--- src/hdl/sdr_cmd_pkg.sv ---
// shared constants, command set and pin encodings of the sdram command layer
package sdr_cmd_pkg;

  // bus widths
  localparam int DATA_W = 32;
  localparam int MASK_W = DATA_W / 8;
  localparam int ADDR_W = 13;
  localparam int BANK_W = 2;
  localparam int COL_W  = 11;
  localparam int CFG_W  = 2;
  localparam int PIN_W  = 3;

  // field positions
  localparam int AP_BIT = 10;

  // {ras_n, cas_n, we_n} encodings
  localparam logic [PIN_W-1:0] ENC_NOP   = 3'h7;
  localparam logic [PIN_W-1:0] ENC_CLOSE = 3'h2;
  localparam logic [PIN_W-1:0] ENC_OPEN  = 3'h3;
  localparam logic [PIN_W-1:0] ENC_READ  = 3'h5;
  localparam logic [PIN_W-1:0] ENC_WRITE = 3'h4;
  localparam logic [PIN_W-1:0] ENC_STOP  = 3'h6;
  localparam logic [PIN_W-1:0] ENC_MODE  = 3'h0;
  localparam logic [PIN_W-1:0] ENC_RENEW = 3'h1;

  // column width codes: 8, 9, 10, 11 bits
  localparam logic [CFG_W-1:0] COL_BITS_8  = 2'h0;
  localparam logic [CFG_W-1:0] COL_BITS_9  = 2'h1;
  localparam logic [CFG_W-1:0] COL_BITS_10 = 2'h2;
  // bank count codes: 1, 2, 4 banks
  localparam logic [CFG_W-1:0] BANKS_1 = 2'h0;
  localparam logic [CFG_W-1:0] BANKS_2 = 2'h1;

  // reset values
  localparam logic              RST_CKE  = 1'b1;
  localparam logic              RST_CS_N = 1'b0;
  localparam logic [MASK_W-1:0] MASK_ALL = 4'hF;

  // requester command set
  typedef enum logic [3:0] {
    nop_cmd, bank_close_cmd, row_open_cmd, read_cmd, write_burst_cmd,
    write_beat_cmd, read_beat_cmd, burst_stop_cmd, mode_load_cmd,
    self_addressed_renew_cmd, self_timed_hold_cmd, hold_exit_cmd
  } op_t;

  // command to strobe pattern
  function automatic logic [PIN_W-1:0] enc_pins(input op_t op);
    case (op)
      bank_close_cmd:           return ENC_CLOSE;
      row_open_cmd:             return ENC_OPEN;
      read_cmd:                 return ENC_READ;
      write_burst_cmd:          return ENC_WRITE;
      burst_stop_cmd:           return ENC_STOP;
      mode_load_cmd:            return ENC_MODE;
      self_addressed_renew_cmd: return ENC_RENEW;
      self_timed_hold_cmd:      return ENC_RENEW;
      default:                  return ENC_NOP;
    endcase
  endfunction

  // column trimmed to width, high bit placed above the precharge bit
  function automatic logic [ADDR_W-1:0] col_addr(input logic [COL_W-1:0] col,
                                                 input logic [CFG_W-1:0] code);
    logic [COL_W-1:0] m;
    case (code)
      COL_BITS_8:  m = 11'h0FF;
      COL_BITS_9:  m = 11'h1FF;
      COL_BITS_10: m = 11'h3FF;
      default:     m = 11'h7FF;
    endcase
    m = m & col;
    return {1'b0, m[10], 1'b0, m[9:0]};
  endfunction

  // bank trimmed to the fitted bank count
  function automatic logic [BANK_W-1:0] bank_trim(input logic [BANK_W-1:0] ba,
                                                  input logic [CFG_W-1:0] code);
    case (code)
      BANKS_1: return 2'h0;
      BANKS_2: return ba & 2'h1;
      default: return ba;
    endcase
  endfunction

endpackage

--- src/hdl/sdr_pin_sync.sv ---
// two flip-flop synchroniser for pin inputs
`timescale 1ns/1ps
module sdr_pin_sync #(
  parameter int W = 32
) (
  input  wire logic         ref_clk_i,
  input  wire logic         rst_b_i,
  input  wire logic         clk_en_i,
  input  wire logic [W-1:0] async_i,
  output logic      [W-1:0] sync_o
);

  logic [W-1:0] meta_r;
  logic [W-1:0] sync_r;

  // first stage feeds only the second
  always_ff @(posedge ref_clk_i or negedge rst_b_i) begin
    if (!rst_b_i) begin
      meta_r <= '0;
      sync_r <= '0;
    end else if (clk_en_i) begin
      meta_r <= async_i;
      sync_r <= meta_r;
    end
  end

  assign sync_o = sync_r;

endmodule

--- src/hdl/sdr_clk_div.sv ---
// divide-by-two sdram clock and command update strobe
`timescale 1ns/1ps
module sdr_clk_div (
  input  wire logic ref_clk_i,
  input  wire logic rst_b_i,
  input  wire logic clk_en_i,
  output logic      sclk_o,
  output logic      upd_o
);

  logic sclk_r;

  // toggle each enabled cycle
  always_ff @(posedge ref_clk_i or negedge rst_b_i) begin
    if (!rst_b_i) begin
      sclk_r <= 1'b0;
    end else if (clk_en_i) begin
      sclk_r <= ~sclk_r;
    end
  end

  // pins update as the clock falls, half a period ahead of its rise
  assign sclk_o = sclk_r;
  assign upd_o  = sclk_r & clk_en_i;

endmodule

--- src/hdl/sdr_sdram_command_interface.sv ---
// sdram command and pin layer: encodes requests onto the sdram pins
`timescale 1ns/1ps

// Operation
// - chip select is held low at all times, idle included.
// - bank close: ras low, we low; addr bit 10 selects all banks.
// - row open: ras low; bank and full row on address lines.
// - read: cas low, we high; bank and start column out.
// - write burst: cas low, we low; bank and start column out.
// - read and write always drive addr bit 10 low.
// - burst stop: we low only; bank and address don't care.
// - mode load only while the init phase input is high.
// - auto refresh: ras and cas low, we high, cke high.
// - self refresh: cke low with ras and cas low, we high.
// - every cycle without another command carries the nop pattern.
// - one mask output per byte lane gates each data byte.
// - two-bit bank output selects the bank of bank commands.
// - address carries row on row open, column on read and write.
// - column width 8 to 11 bits, one two or four banks.
module sdr_sdram_command_interface (
  input  wire logic                             ref_clk_i,
  input  wire logic                             rst_b_i,
  input  wire logic                             clk_en_i,
  input  wire logic                             cmd_valid_i,
  input  wire sdr_cmd_pkg::op_t                 cmd_op_i,
  input  wire logic [sdr_cmd_pkg::BANK_W-1:0]   cmd_bank_i,
  input  wire logic [sdr_cmd_pkg::ADDR_W-1:0]   cmd_addr_i,
  input  wire logic                             cmd_all_banks_i,
  input  wire logic [sdr_cmd_pkg::DATA_W-1:0]   wr_data_i,
  input  wire logic [sdr_cmd_pkg::MASK_W-1:0]   lane_mask_i,
  input  wire logic                             init_phase_i,
  input  wire logic [sdr_cmd_pkg::CFG_W-1:0]    col_bits_i,
  input  wire logic [sdr_cmd_pkg::CFG_W-1:0]    bank_count_i,
  input  wire logic [sdr_cmd_pkg::DATA_W-1:0]   mem_data_io_i,
  output logic                                  cmd_ready_o,
  output logic                                  cmd_refused_o,
  output logic [sdr_cmd_pkg::DATA_W-1:0]        rd_data_o,
  output logic                                  rd_valid_o,
  output logic                                  in_hold_o,
  output logic                                  mem_clock_out_o,
  output logic                                  mem_clock_enable_out_o,
  output logic                                  mem_chip_select_n_o,
  output logic                                  mem_row_strobe_n_o,
  output logic                                  mem_col_strobe_n_o,
  output logic                                  mem_write_strobe_n_o,
  output logic [sdr_cmd_pkg::BANK_W-1:0]        mem_bank_sel_out_o,
  output logic [sdr_cmd_pkg::ADDR_W-1:0]        mem_addr_out_o,
  output logic [sdr_cmd_pkg::MASK_W-1:0]        byte_lane_mask_out_o,
  output logic [sdr_cmd_pkg::DATA_W-1:0]        mem_data_io_o,
  output logic                                  mem_data_io_oe_o
);
  import sdr_cmd_pkg::*;

  typedef enum logic {st_active, st_hold} state_t;

  logic              sclk;
  logic              upd;
  logic [DATA_W-1:0] dq_sync;
  state_t            state_r;
  state_t            state_nxt;
  logic              ready_r;
  logic              refused_r;
  logic [DATA_W-1:0] rd_data_r;
  logic              rd_valid_r;
  logic              cke_r;
  logic              cs_n_r;
  logic [PIN_W-1:0]  pins_r;
  logic [BANK_W-1:0] ba_r;
  logic [ADDR_W-1:0] addr_r;
  logic [MASK_W-1:0] dqm_r;
  logic [DATA_W-1:0] dq_out_r;
  logic              dq_oe_r;

  ////////////////////////////////////////////////////////////////////////////
  // clock divider and read data synchroniser

  sdr_clk_div u_clk_div (
    .ref_clk_i (ref_clk_i),
    .rst_b_i   (rst_b_i),
    .clk_en_i  (clk_en_i),
    .sclk_o    (sclk),
    .upd_o     (upd)
  );

  sdr_pin_sync #(.W(DATA_W)) u_dq_sync (
    .ref_clk_i (ref_clk_i),
    .rst_b_i   (rst_b_i),
    .clk_en_i  (clk_en_i),
    .async_i   (mem_data_io_i),
    .sync_o    (dq_sync)
  );

  ////////////////////////////////////////////////////////////////////////////
  // request acceptance and refusal

  wire in_hold  = (state_r == st_hold);
  wire taken    = upd & cmd_valid_i;
  wire is_mode  = (cmd_op_i == mode_load_cmd);
  wire is_exit  = (cmd_op_i == hold_exit_cmd);
  wire hold_ok  = is_exit | (cmd_op_i == nop_cmd);
  wire bad_mode = is_mode & ~init_phase_i;
  // in hold only exit or nop are legal; exit only in hold
  wire refuse   = taken & (bad_mode | (in_hold & ~hold_ok) | (~in_hold & is_exit));
  wire go       = taken & ~refuse;
  // anything not issued becomes a nop
  wire op_t op_eff = go ? cmd_op_i : nop_cmd;

  ////////////////////////////////////////////////////////////////////////////
  // pin value decode

  wire is_rw    = (op_eff == read_cmd) | (op_eff == write_burst_cmd);
  wire is_open  = (op_eff == row_open_cmd);
  wire is_close = (op_eff == bank_close_cmd);
  wire is_hold  = (op_eff == self_timed_hold_cmd);
  wire is_wdata = (op_eff == write_burst_cmd) | (op_eff == write_beat_cmd);
  wire is_lane  = is_rw | (op_eff == write_beat_cmd) | (op_eff == read_beat_cmd);

  wire [BANK_W-1:0] bank_t  = bank_trim(cmd_bank_i, bank_count_i);
  // column form keeps bit 10 low
  wire [ADDR_W-1:0] col_a   = col_addr(cmd_addr_i[COL_W-1:0], col_bits_i);
  // only bit 10 used by bank close
  wire [ADDR_W-1:0] close_a = 13'(cmd_all_banks_i) << AP_BIT;

  // cke drops on hold entry, rises on exit
  wire cke_nxt = in_hold ? (op_eff == hold_exit_cmd) : ~is_hold;
  wire [PIN_W-1:0] pins_nxt = enc_pins(op_eff);
  wire [BANK_W-1:0] ba_nxt =
    (is_rw | is_open | (is_close & ~cmd_all_banks_i)) ? bank_t : 2'h0;
  // row on open, column on read and write
  wire [ADDR_W-1:0] addr_nxt =
    is_open                   ? cmd_addr_i :
    is_rw                     ? col_a      :
    is_close                  ? close_a    :
    (op_eff == mode_load_cmd) ? cmd_addr_i : '0;
  // lane mask on data cycles, all lanes masked elsewhere
  wire [MASK_W-1:0] dqm_nxt = is_lane ? lane_mask_i : MASK_ALL;

  ////////////////////////////////////////////////////////////////////////////
  // hold state

  always_comb begin
    state_nxt = state_r;
    case (state_r)
      st_active: if (is_hold) state_nxt = st_hold;
      st_hold:   if (op_eff == hold_exit_cmd) state_nxt = st_active;
      default:   state_nxt = st_active;
    endcase
  end

  always_ff @(posedge ref_clk_i or negedge rst_b_i) begin
    if (!rst_b_i) begin
      state_r <= st_active;
    end else if (upd) begin
      state_r <= state_nxt;
    end
  end

  ////////////////////////////////////////////////////////////////////////////
  // sdram pin registers

  // pins load only on the falling sdram clock edge
  always_ff @(posedge ref_clk_i or negedge rst_b_i) begin
    if (!rst_b_i) begin
      cke_r    <= RST_CKE;
      pins_r   <= ENC_NOP;
      ba_r     <= '0;
      addr_r   <= '0;
      dqm_r    <= MASK_ALL;
      dq_out_r <= '0;
      dq_oe_r  <= 1'b0;
    end else if (upd) begin
      cke_r    <= cke_nxt;
      pins_r   <= pins_nxt;
      ba_r     <= ba_nxt;
      addr_r   <= addr_nxt;
      dqm_r    <= dqm_nxt;
      dq_out_r <= is_wdata ? wr_data_i : dq_out_r;
      dq_oe_r  <= is_wdata;
    end
  end

  always_ff @(posedge ref_clk_i or negedge rst_b_i) begin
    if (!rst_b_i) begin
      cs_n_r <= RST_CS_N;
    end else if (clk_en_i) begin
      cs_n_r <= RST_CS_N;
    end
  end

  ////////////////////////////////////////////////////////////////////////////
  // requester side handshake and read capture

  always_ff @(posedge ref_clk_i or negedge rst_b_i) begin
    if (!rst_b_i) begin
      ready_r    <= 1'b0;
      refused_r  <= 1'b0;
      rd_valid_r <= 1'b0;
      rd_data_r  <= '0;
    end else if (clk_en_i) begin
      ready_r    <= ~sclk; // high in the cycle before each update edge
      refused_r  <= refuse;
      rd_valid_r <= upd & ~dq_oe_r;
      rd_data_r  <= (upd & ~dq_oe_r) ? dq_sync : rd_data_r;
    end
  end

  ////////////////////////////////////////////////////////////////////////////
  // outputs

  assign cmd_ready_o            = ready_r;
  assign cmd_refused_o          = refused_r;
  assign rd_data_o              = rd_data_r;
  assign rd_valid_o             = rd_valid_r;
  assign in_hold_o              = (state_r == st_hold);
  assign mem_clock_out_o        = sclk;
  assign mem_clock_enable_out_o = cke_r;
  assign mem_chip_select_n_o    = cs_n_r;
  assign mem_row_strobe_n_o     = pins_r[2];
  assign mem_col_strobe_n_o     = pins_r[1];
  assign mem_write_strobe_n_o   = pins_r[0];
  assign mem_bank_sel_out_o     = ba_r;
  assign mem_addr_out_o         = addr_r;
  assign byte_lane_mask_out_o   = dqm_r;
  assign mem_data_io_o          = dq_out_r;
  assign mem_data_io_oe_o       = dq_oe_r;

  wire [PIN_W-1:0] pins_o = {mem_row_strobe_n_o, mem_col_strobe_n_o, mem_write_strobe_n_o};
endmodule

--- config.mk ---
export PLATFORM = sky130hd
export DESIGN_NAME = sdr_sdram_command_interface
export DESIGN_NICKNAME = d
export VERILOG_FILES = /design/src/hdl/sdr_cmd_pkg.sv /design/src/hdl/sdr_pin_sync.sv /design/src/hdl/sdr_clk_div.sv /design/src/hdl/sdr_sdram_command_interface.sv
export SDC_FILE = /design/constraint.sdc
export NUM_CORES = 1
export LEC_CHECK = 0
export BUFFER_PORTS_ARGS = -buffer_cell sky130_fd_sc_hd__buf_2
export CAP_MARGIN = 10
export CORE_AREA = 2 2 135 163
export CTS_BUF_LIST = sky130_fd_sc_hd__clkbuf_4 sky130_fd_sc_hd__clkbuf_8 sky130_fd_sc_hd__clkbuf_16
export DETAILED_ROUTE_END_ITERATION = 8
export DIE_AREA = 0 0 137 165
export PLACE_DENSITY = 0.48
export SETUP_SLACK_MARGIN = 0.5
export SLEW_MARGIN = 20
export SYNTH_ARGS = -nofsm -noshare
export SYNTH_HDL_FRONTEND = slang
export SYNTH_SLANG_ARGS = --single-unit
--- constraint.sdc ---
create_clock -name ref_clk_i -period 3.8 [get_ports ref_clk_i]
set_clock_uncertainty 0.05 [all_clocks]
set_input_delay 0.19 -clock ref_clk_i [delete_from_list [all_inputs] [get_ports ref_clk_i]]
set_output_delay 0.19 -clock ref_clk_i [all_outputs]
set_load 0.02 [all_outputs]
======== Word-level counts from Yosys, hierarchy flattened ========
Memories as Yosys holds them, arrays and structs flattened. A register that Yosys moved wholly into a read port is not among the register bits.
Index checks and enable logic that the tools add are counted.
word-level totals
  memories ................................ 1
  register bits ........................... 153
  input port bits ......................... 97
  bits in read-only memories .............. 48
  output and inout port bits .............. 94
  logic and storage cells ................. 74
memory list
  memory           depth  width  read ports  clocked after Yosys merged registers in  wr ports  line               source
  (no name shown)  16     3      1           1                                        0         sdr_cmd_pkg.sv:48  case (op)
operators by class
  equal/unequal tests ..................... 14
  reductions and logical operators ........ 6
  bitwise gates (word level) .............. 27
  multiplexer cells ....................... 13
operators with widths
  operator                                             count
  two-way mux 13 bit                                   4
  one-hot mux 11 bit (3 select lines)                  1
  equality test 4 bit, second input constant           5
  equality test 4 x 3 -> 1 bit, second input constant  3
  bitwise AND 11 bit                                   1
  bitwise AND 1 bit                                    9
  bitwise OR 1 bit                                     9
  equality test 4 x 2 -> 1 bit, second input constant  2
  two-way mux 4 bit                                    2
  NOT 1 bit                                            8
  equality test 2 x 1 -> 1 bit, second input constant  2
  equality test 4 x 1 -> 1 bit, second input constant  1
  zero test 2 bit                                      2
  zero test 4 bit                                      1
  one-hot mux 2 bit (2 select lines)                   1
  AND reduction 2 bit                                  2
  two-way mux 1 bit                                    3
  equality test 2 bit, second input constant           1
  two-way mux 2 bit                                    1
  one-hot mux 1 bit (2 select lines)                   1
  zero test 1 bit                                      1

======== Logic depth before layout (Yosys ltp) ========
  depth in word-level cells ............... 15
  mapped depth ............................ 11
  depth with buffers taken out ............ 10

======== Modules after synthesis ========
Synthesis repeated with hierarchy kept, for this count alone.
unflattened totals
  cell total of the unflattened synthesis .. 423
  area total of the unflattened synthesis .. 6572.6 um2
by module, submodules not included
  module                       sequential area each (um2)  cells an instance  area each (um2)  times used
  sdr_sdram_command_interface  2312.2                      285                3852.4           1
  sdr_pin_sync                 1601.5                      135                2678.8           1
  sdr_clk_div                  25.0                        3                  41.3             1

======== Worst setup path before layout ========
Ideal clock, no wire load.
  path type ............................... register -> register
  start ................................... reg state_r (netlist: in_hold_o)
  end ..................................... reg addr_r[8] (netlist: mem_addr_out_o[8])
  setup time .............................. 0.122 ns
  arrival time ............................ 2.948 ns
  setup slack ............................. 0.681 ns
  data required time ...................... 3.628 ns
  clock period less this slack ............ 3.119 ns
  cell stages (with the launch flop) ...... 11
  path buffers ............................ 1
  cell sequence ........................... dfrtp_1 > and4b_1 > o21a_1 > o311a_4 > buf_6 > and2_1 > inv_1 > ha_1 > a32oi_4 > or4_1 > a32o_1
between the ends
  longest elaborated chain between the ends .. 12
  elaborated cells between the ends (all ways) .. 19
  those cells by class .................... eq/ne: 5; mux: 5; bitwise: 9
RTL lines
  item                                                          line                                source
  start, declared                                               sdr_sdram_command_interface.sv:59   state_t state_r;
  start signal, assigned                                        sdr_sdram_command_interface.sv:152  state_r <= st_active;
  start signal, assigned                                        sdr_sdram_command_interface.sv:154  state_r <= state_nxt;
  bitwise AND 1 bit / NOT 1 bit (equally long branches)         --
  bitwise OR 1 bit / bitwise AND 1 bit (equally long branches)  sdr_sdram_command_interface.sv:103  wire refuse = taken & (bad_mode | (in_hold & ~hold_ok) | (~in_hold & is_exit));
  bitwise OR 1 bit (*)                                          sdr_sdram_command_interface.sv:103
  bitwise AND 1 bit (*)                                         sdr_sdram_command_interface.sv:103
  NOT 1 bit (*)                                                 sdr_sdram_command_interface.sv:104  wire go = taken & ~refuse;
  bitwise AND 1 bit (*)                                         sdr_sdram_command_interface.sv:104
  two-way mux 4 bit (*)                                         sdr_sdram_command_interface.sv:106  wire op_t op_eff = go ? cmd_op_i : nop_cmd;
  equality test 4 bit                                           sdr_sdram_command_interface.sv:134  (op_eff == mode_load_cmd) ? cmd_addr_i : '0;
  two-way mux 13 bit                                            sdr_sdram_command_interface.sv:134
  two-way mux 13 bit                                            sdr_sdram_command_interface.sv:133  is_close ? close_a :
  two-way mux 13 bit                                            sdr_sdram_command_interface.sv:132  is_rw ? col_a :
  two-way mux 13 bit (*)                                        sdr_sdram_command_interface.sv:131  is_open ? cmd_addr_i :
  end signal, assigned                                          sdr_sdram_command_interface.sv:175  addr_r <= addr_nxt;
  end, declared                                                 sdr_sdram_command_interface.sv:69   logic [ADDR_W-1:0] addr_r;
Mark *: on every way between the ends. The rest lies on a longest branch, timed or not.
A chain may end at the register's enable or synchronous reset.

======== Worst setup path after layout ========
  start ................................... reg state_r (netlist: in_hold_o)
  end ..................................... reg dq_out_r[4] (netlist: mem_data_io_o[4])
between the ends
  longest elaborated chain between the ends .. 10
  elaborated cells between the ends (all ways) .. 13
  those cells by class .................... eq/ne: 2; mux: 1; bitwise: 9; reduce/logical: 1
RTL lines
  item                                                          line                                source
  bitwise AND 1 bit / NOT 1 bit (equally long branches)         --
  bitwise OR 1 bit / bitwise AND 1 bit (equally long branches)  sdr_sdram_command_interface.sv:103
  bitwise OR 1 bit (*)                                          sdr_sdram_command_interface.sv:103
  bitwise AND 1 bit (*)                                         sdr_sdram_command_interface.sv:103
  NOT 1 bit (*)                                                 sdr_sdram_command_interface.sv:104
  bitwise AND 1 bit (*)                                         sdr_sdram_command_interface.sv:104
  two-way mux 4 bit (*)                                         sdr_sdram_command_interface.sv:106
  equality test 4 x 3 -> 1 bit                                  sdr_sdram_command_interface.sv:115  wire is_wdata = (op_eff == write_burst_cmd) | (op_eff == write_beat_cmd);
  bitwise OR 1 bit (*)                                          sdr_sdram_command_interface.sv:115
  AND reduction 2 bit (no line) (*)                             --
  end signal, assigned                                          sdr_sdram_command_interface.sv:177  dq_out_r <= is_wdata ? wr_data_i : dq_out_r;
  end, declared                                                 sdr_sdram_command_interface.sv:71   logic [DATA_W-1:0] dq_out_r;
Marks and branches as above.

==> summary.txt <==
Final layout
  – Share of post-route cells with drive strength above 1: 0.5262
  – N_diodes: 0
  – Layout net count: 795
  – Syn-to-layout area delta: 42.85%
  – Design Area, Final: 8905 um^2

Critical path
  – Crit path DAT: between 3 and 4 ns
  – WP data required: 4.05 ns
  – Startpoint Class: flop
  – Kind of critical path: flop to flop
  – Crit. End Element: flop
  – Critical Path Start: in_hold_o$_DFFE_PN0N_
  – CP Max Fanout: 24
  – Worst flop-to-flop path startpoint: in_hold_o$_DFFE_PN0N_

Floorplan
  – Die Height: around 170 um
  – CORE AREA: 20900 um^2
  – Initial core utilization: 0.2983
  – Top-level port count: 191
  – Die ar.: approximately 23000 um^2
  – Rows: 58
  – Die X: between 100 and 150 um

Global route
  – First-pass GRT wire length: 23900 um
  – Total Routing Usage GR: 0.1362
  – Largest net degree at the start of global routing: 87
  – Vias in the first global route: around 4.8k
  – GRT overflow: 0
  – Initial antenna violation count: 1

Place
  – Gpl congestion: 0.7718
  – Area of placed instances: about 7500 um^2
  – IO Port Bufs: 189
  – DP Wirelength: 9940 um

Logic synthesis
  – Share of Yosys cell area claimed by the top area cell type: 0.5941
  – Most common library cells after synthesis: 148 x dfrtp_1, 126 x mux2_2, 23 x nand2_1
  – Post-synth EDFFs: 0
  – Syn_nets: between 500 and 600
  – Cell taking the most area after synthesis: dfrtp_1
  – YS warnings: 0
  – Post-synthesis average cell area: between 10 and 15 um^2
  – Asr flop ratio synth: 1.000
  – Synth top area cells: dfrtp_1 59%, mux2_2 23%, dfstp_2 3.4%, nand2_1 1.4%, a22o_1 1.3%
  – Main synth FF type: dfrtp_1
  – Yosys reg bits: ~160
  – Yosys cell types: 46
  – Sequential area share after synthesis: 0.6279
  – Syn Std Cell Area: 6233 um^2
  – Top-count cell post-synth: dfrtp_1
  – Mapped Cells: 419

Power and ir drop
  – Leakage: ~4.2 nW
  – Total power draw: about 6.1 mW
  – VDD IR max: 0.2737 mV
  – Pwr/cell area: 686.5 nW/um^2

STA
  – Final TNS setup: 0 ns
  – RSZ-0062 raised after global routing: false
  – Worst slew pin tran: roughly 1 ns
  – Slew Viols, Final: 0
  – Slew HR: 0.3338
  – Tcrit/Tclk final: 0.8177
  – Crit path time final: 3.107 ns
  – Endpoints failing hold: 0
  – Final-report setup violation count: 0
  – Fmax: 0.3218 GHz

Detailed routing
  – Via count: 4426
  – Vias per cell: 4.539
  – Total Wirelength: ~15000 um
  – Avg WL per Cell: 15.28 um
  – First-pass iteration count of the detailed router: 4
  – Post-route ant nets: 0
  – Initial DRC count: roughly 120
  – Residual DRC: 0

Flow run
  – Max Cap Viol: 0

CTS
  – Post-CTS Repair Setup Buffers: 0
  – Clk sink count: 156
  – Clock transition at path regs: around 0.06 ns
  – CTS buffer count: 17
  – Clk root buf: clkbuf_16
  – Clk buf depth: 2
  – H-tree levels: 4
  – Clock Latency Late Sink: 0.41 ns
  – TritonCTS clock tree: done

Hold path
  – Worst hold start: bank_count_i[0]
  – Min-delay worst type: input pin to flop

Outcome
  – Status: completed
-- power by group --
part	leakage, nW	internal [mW]	switching, mW	total, mW
registers	1.88	2.20	0.258	2.46
logic	1.99	0.833	1.12	1.95
clock network	0.285	1.02	0.685	1.70
total	4.16	4.05	2.06	6.11
-- sequential cells by signal, summed over array words and instances, names as in the netlist --
register / cells
rd_valid_o: 1
mem_bank_sel_out_o: 2
in_hold_o: 1
u_dq_sync.meta_r: 32
mem_clock_enable_out_o: 1
mem_addr_out_o: 13
u_dq_sync.sync_o: 32
cmd_ready_o: 1
pins_o: 3
cmd_refused_o: 1
mem_data_io_oe_o: 1
byte_lane_mask_out_o: 4
mem_data_io_o: 32
rd_data_o: 32
-- kinds of logic (layout without fill, tap and decap cells) --
family	Yosys count	after routing	share of synthesized area
other	1	1	0.0006016
AOI/OAI and AO/OA	44	44	0.06484
and+or+nand+nor	55	55	0.04356
muxes	128	128	0.2312
buffers and inverters	29	315	0.02047
adders and majority gates	5	5	0.01004
DFF	156	156	0.6279
xor gates and xnor gates	1	1	0.001405
-- per-layer routing --
metal | routed length (um) | part of all wire | global-route usage | vias up
met1 | 6173 | 0.41 | 0.1552 | 2227
met2 | 7573 | 0.51 | 0.2402 | 143
met3 | 934 | 0.063 | 0.04328 | 16
met4 | 206 | 0.014 | 0.04499 | 2
met5 | 12 | 0.00081 | 0 | -
li1 | - | - | - | 2038
-- final cells by class --
type,count,area [um^2]
clock buffer,20,460.4
clock inverter,11,133.9
fill,1976,12000
inverter,7,26.28
multi-input combinational,234,2200
sequential,156,3914
tap,270,337.8
timing repair buffer,277,1833
-- layout by cell type (no fill, tap or decap), types with 3 or more instances in the layout --
master,instances
buf_4,4
dfrtp_1,148
nand2_1,22
buf_2,188
clkbuf_16,17
ha_1,4
and2_1,3
clkinvlp_4,3
o21ai_0,8
nand3_1,10
inv_6,3
inv_1,7
nor2_1,7
a22o_1,9
a21oi_1,5
dfstp_2,8
mux2_2,126
dlygate4sd3_1,83
-- final timing paths --
kind,cells past startpoint,to,slack (ns)
min in group asynchronous,2,u_dq_sync.meta_r[16]$_DFFE_PN0P_,0.35
worst max-delay path,8,mem_data_io_o[4]$_DFFE_PN0P_,0.69
worst min-delay path,3,mem_bank_sel_out_o[0]$_DFFE_PN0N_,0.03
max in group asynchronous,3,pins_o[0]$_DFFE_PN1N_,2.31
worst max register to register,8,mem_data_io_o[4]$_DFFE_PN0P_,0.69
worst min register to register,2,mem_addr_out_o[11]$_DFFE_PN0N_,0.43
-- timing repair --
item                                    4_1_cts  5_1_grt
hold buffers                                 83        0
hold endpoints to repair                    158        0
endpoints found under the setup margin        0       25
gates resized for setup                       0        1
-- critical path, cell delays in order, from the launching register on --
cell and delay [ns]:
dfrtp_1 0.46, and4b_1 0.22, o21a_1 0.25, o311a_4 0.42, and2_1 0.23, ha_1 0.28
o211ai_4 0.47, buf_12 0.25, mux2_2 0.35
-- stage by stage --
stage	hold WS, ns	setup slack (ns)	std cells	util
global route	0.04009	0.5281	975	0.4261
global placement	0.2400	0.7101	861	0.3576
floorplan	-0.1556	0.6808	419	-
CTS	0.01572	0.6054	975	0.4258
finish	0.02700	0.6929	975	0.4261
detailed placement	0.2577	0.6245	861	0.3576
No activity file was read; power rests on OpenSTA's default activity.
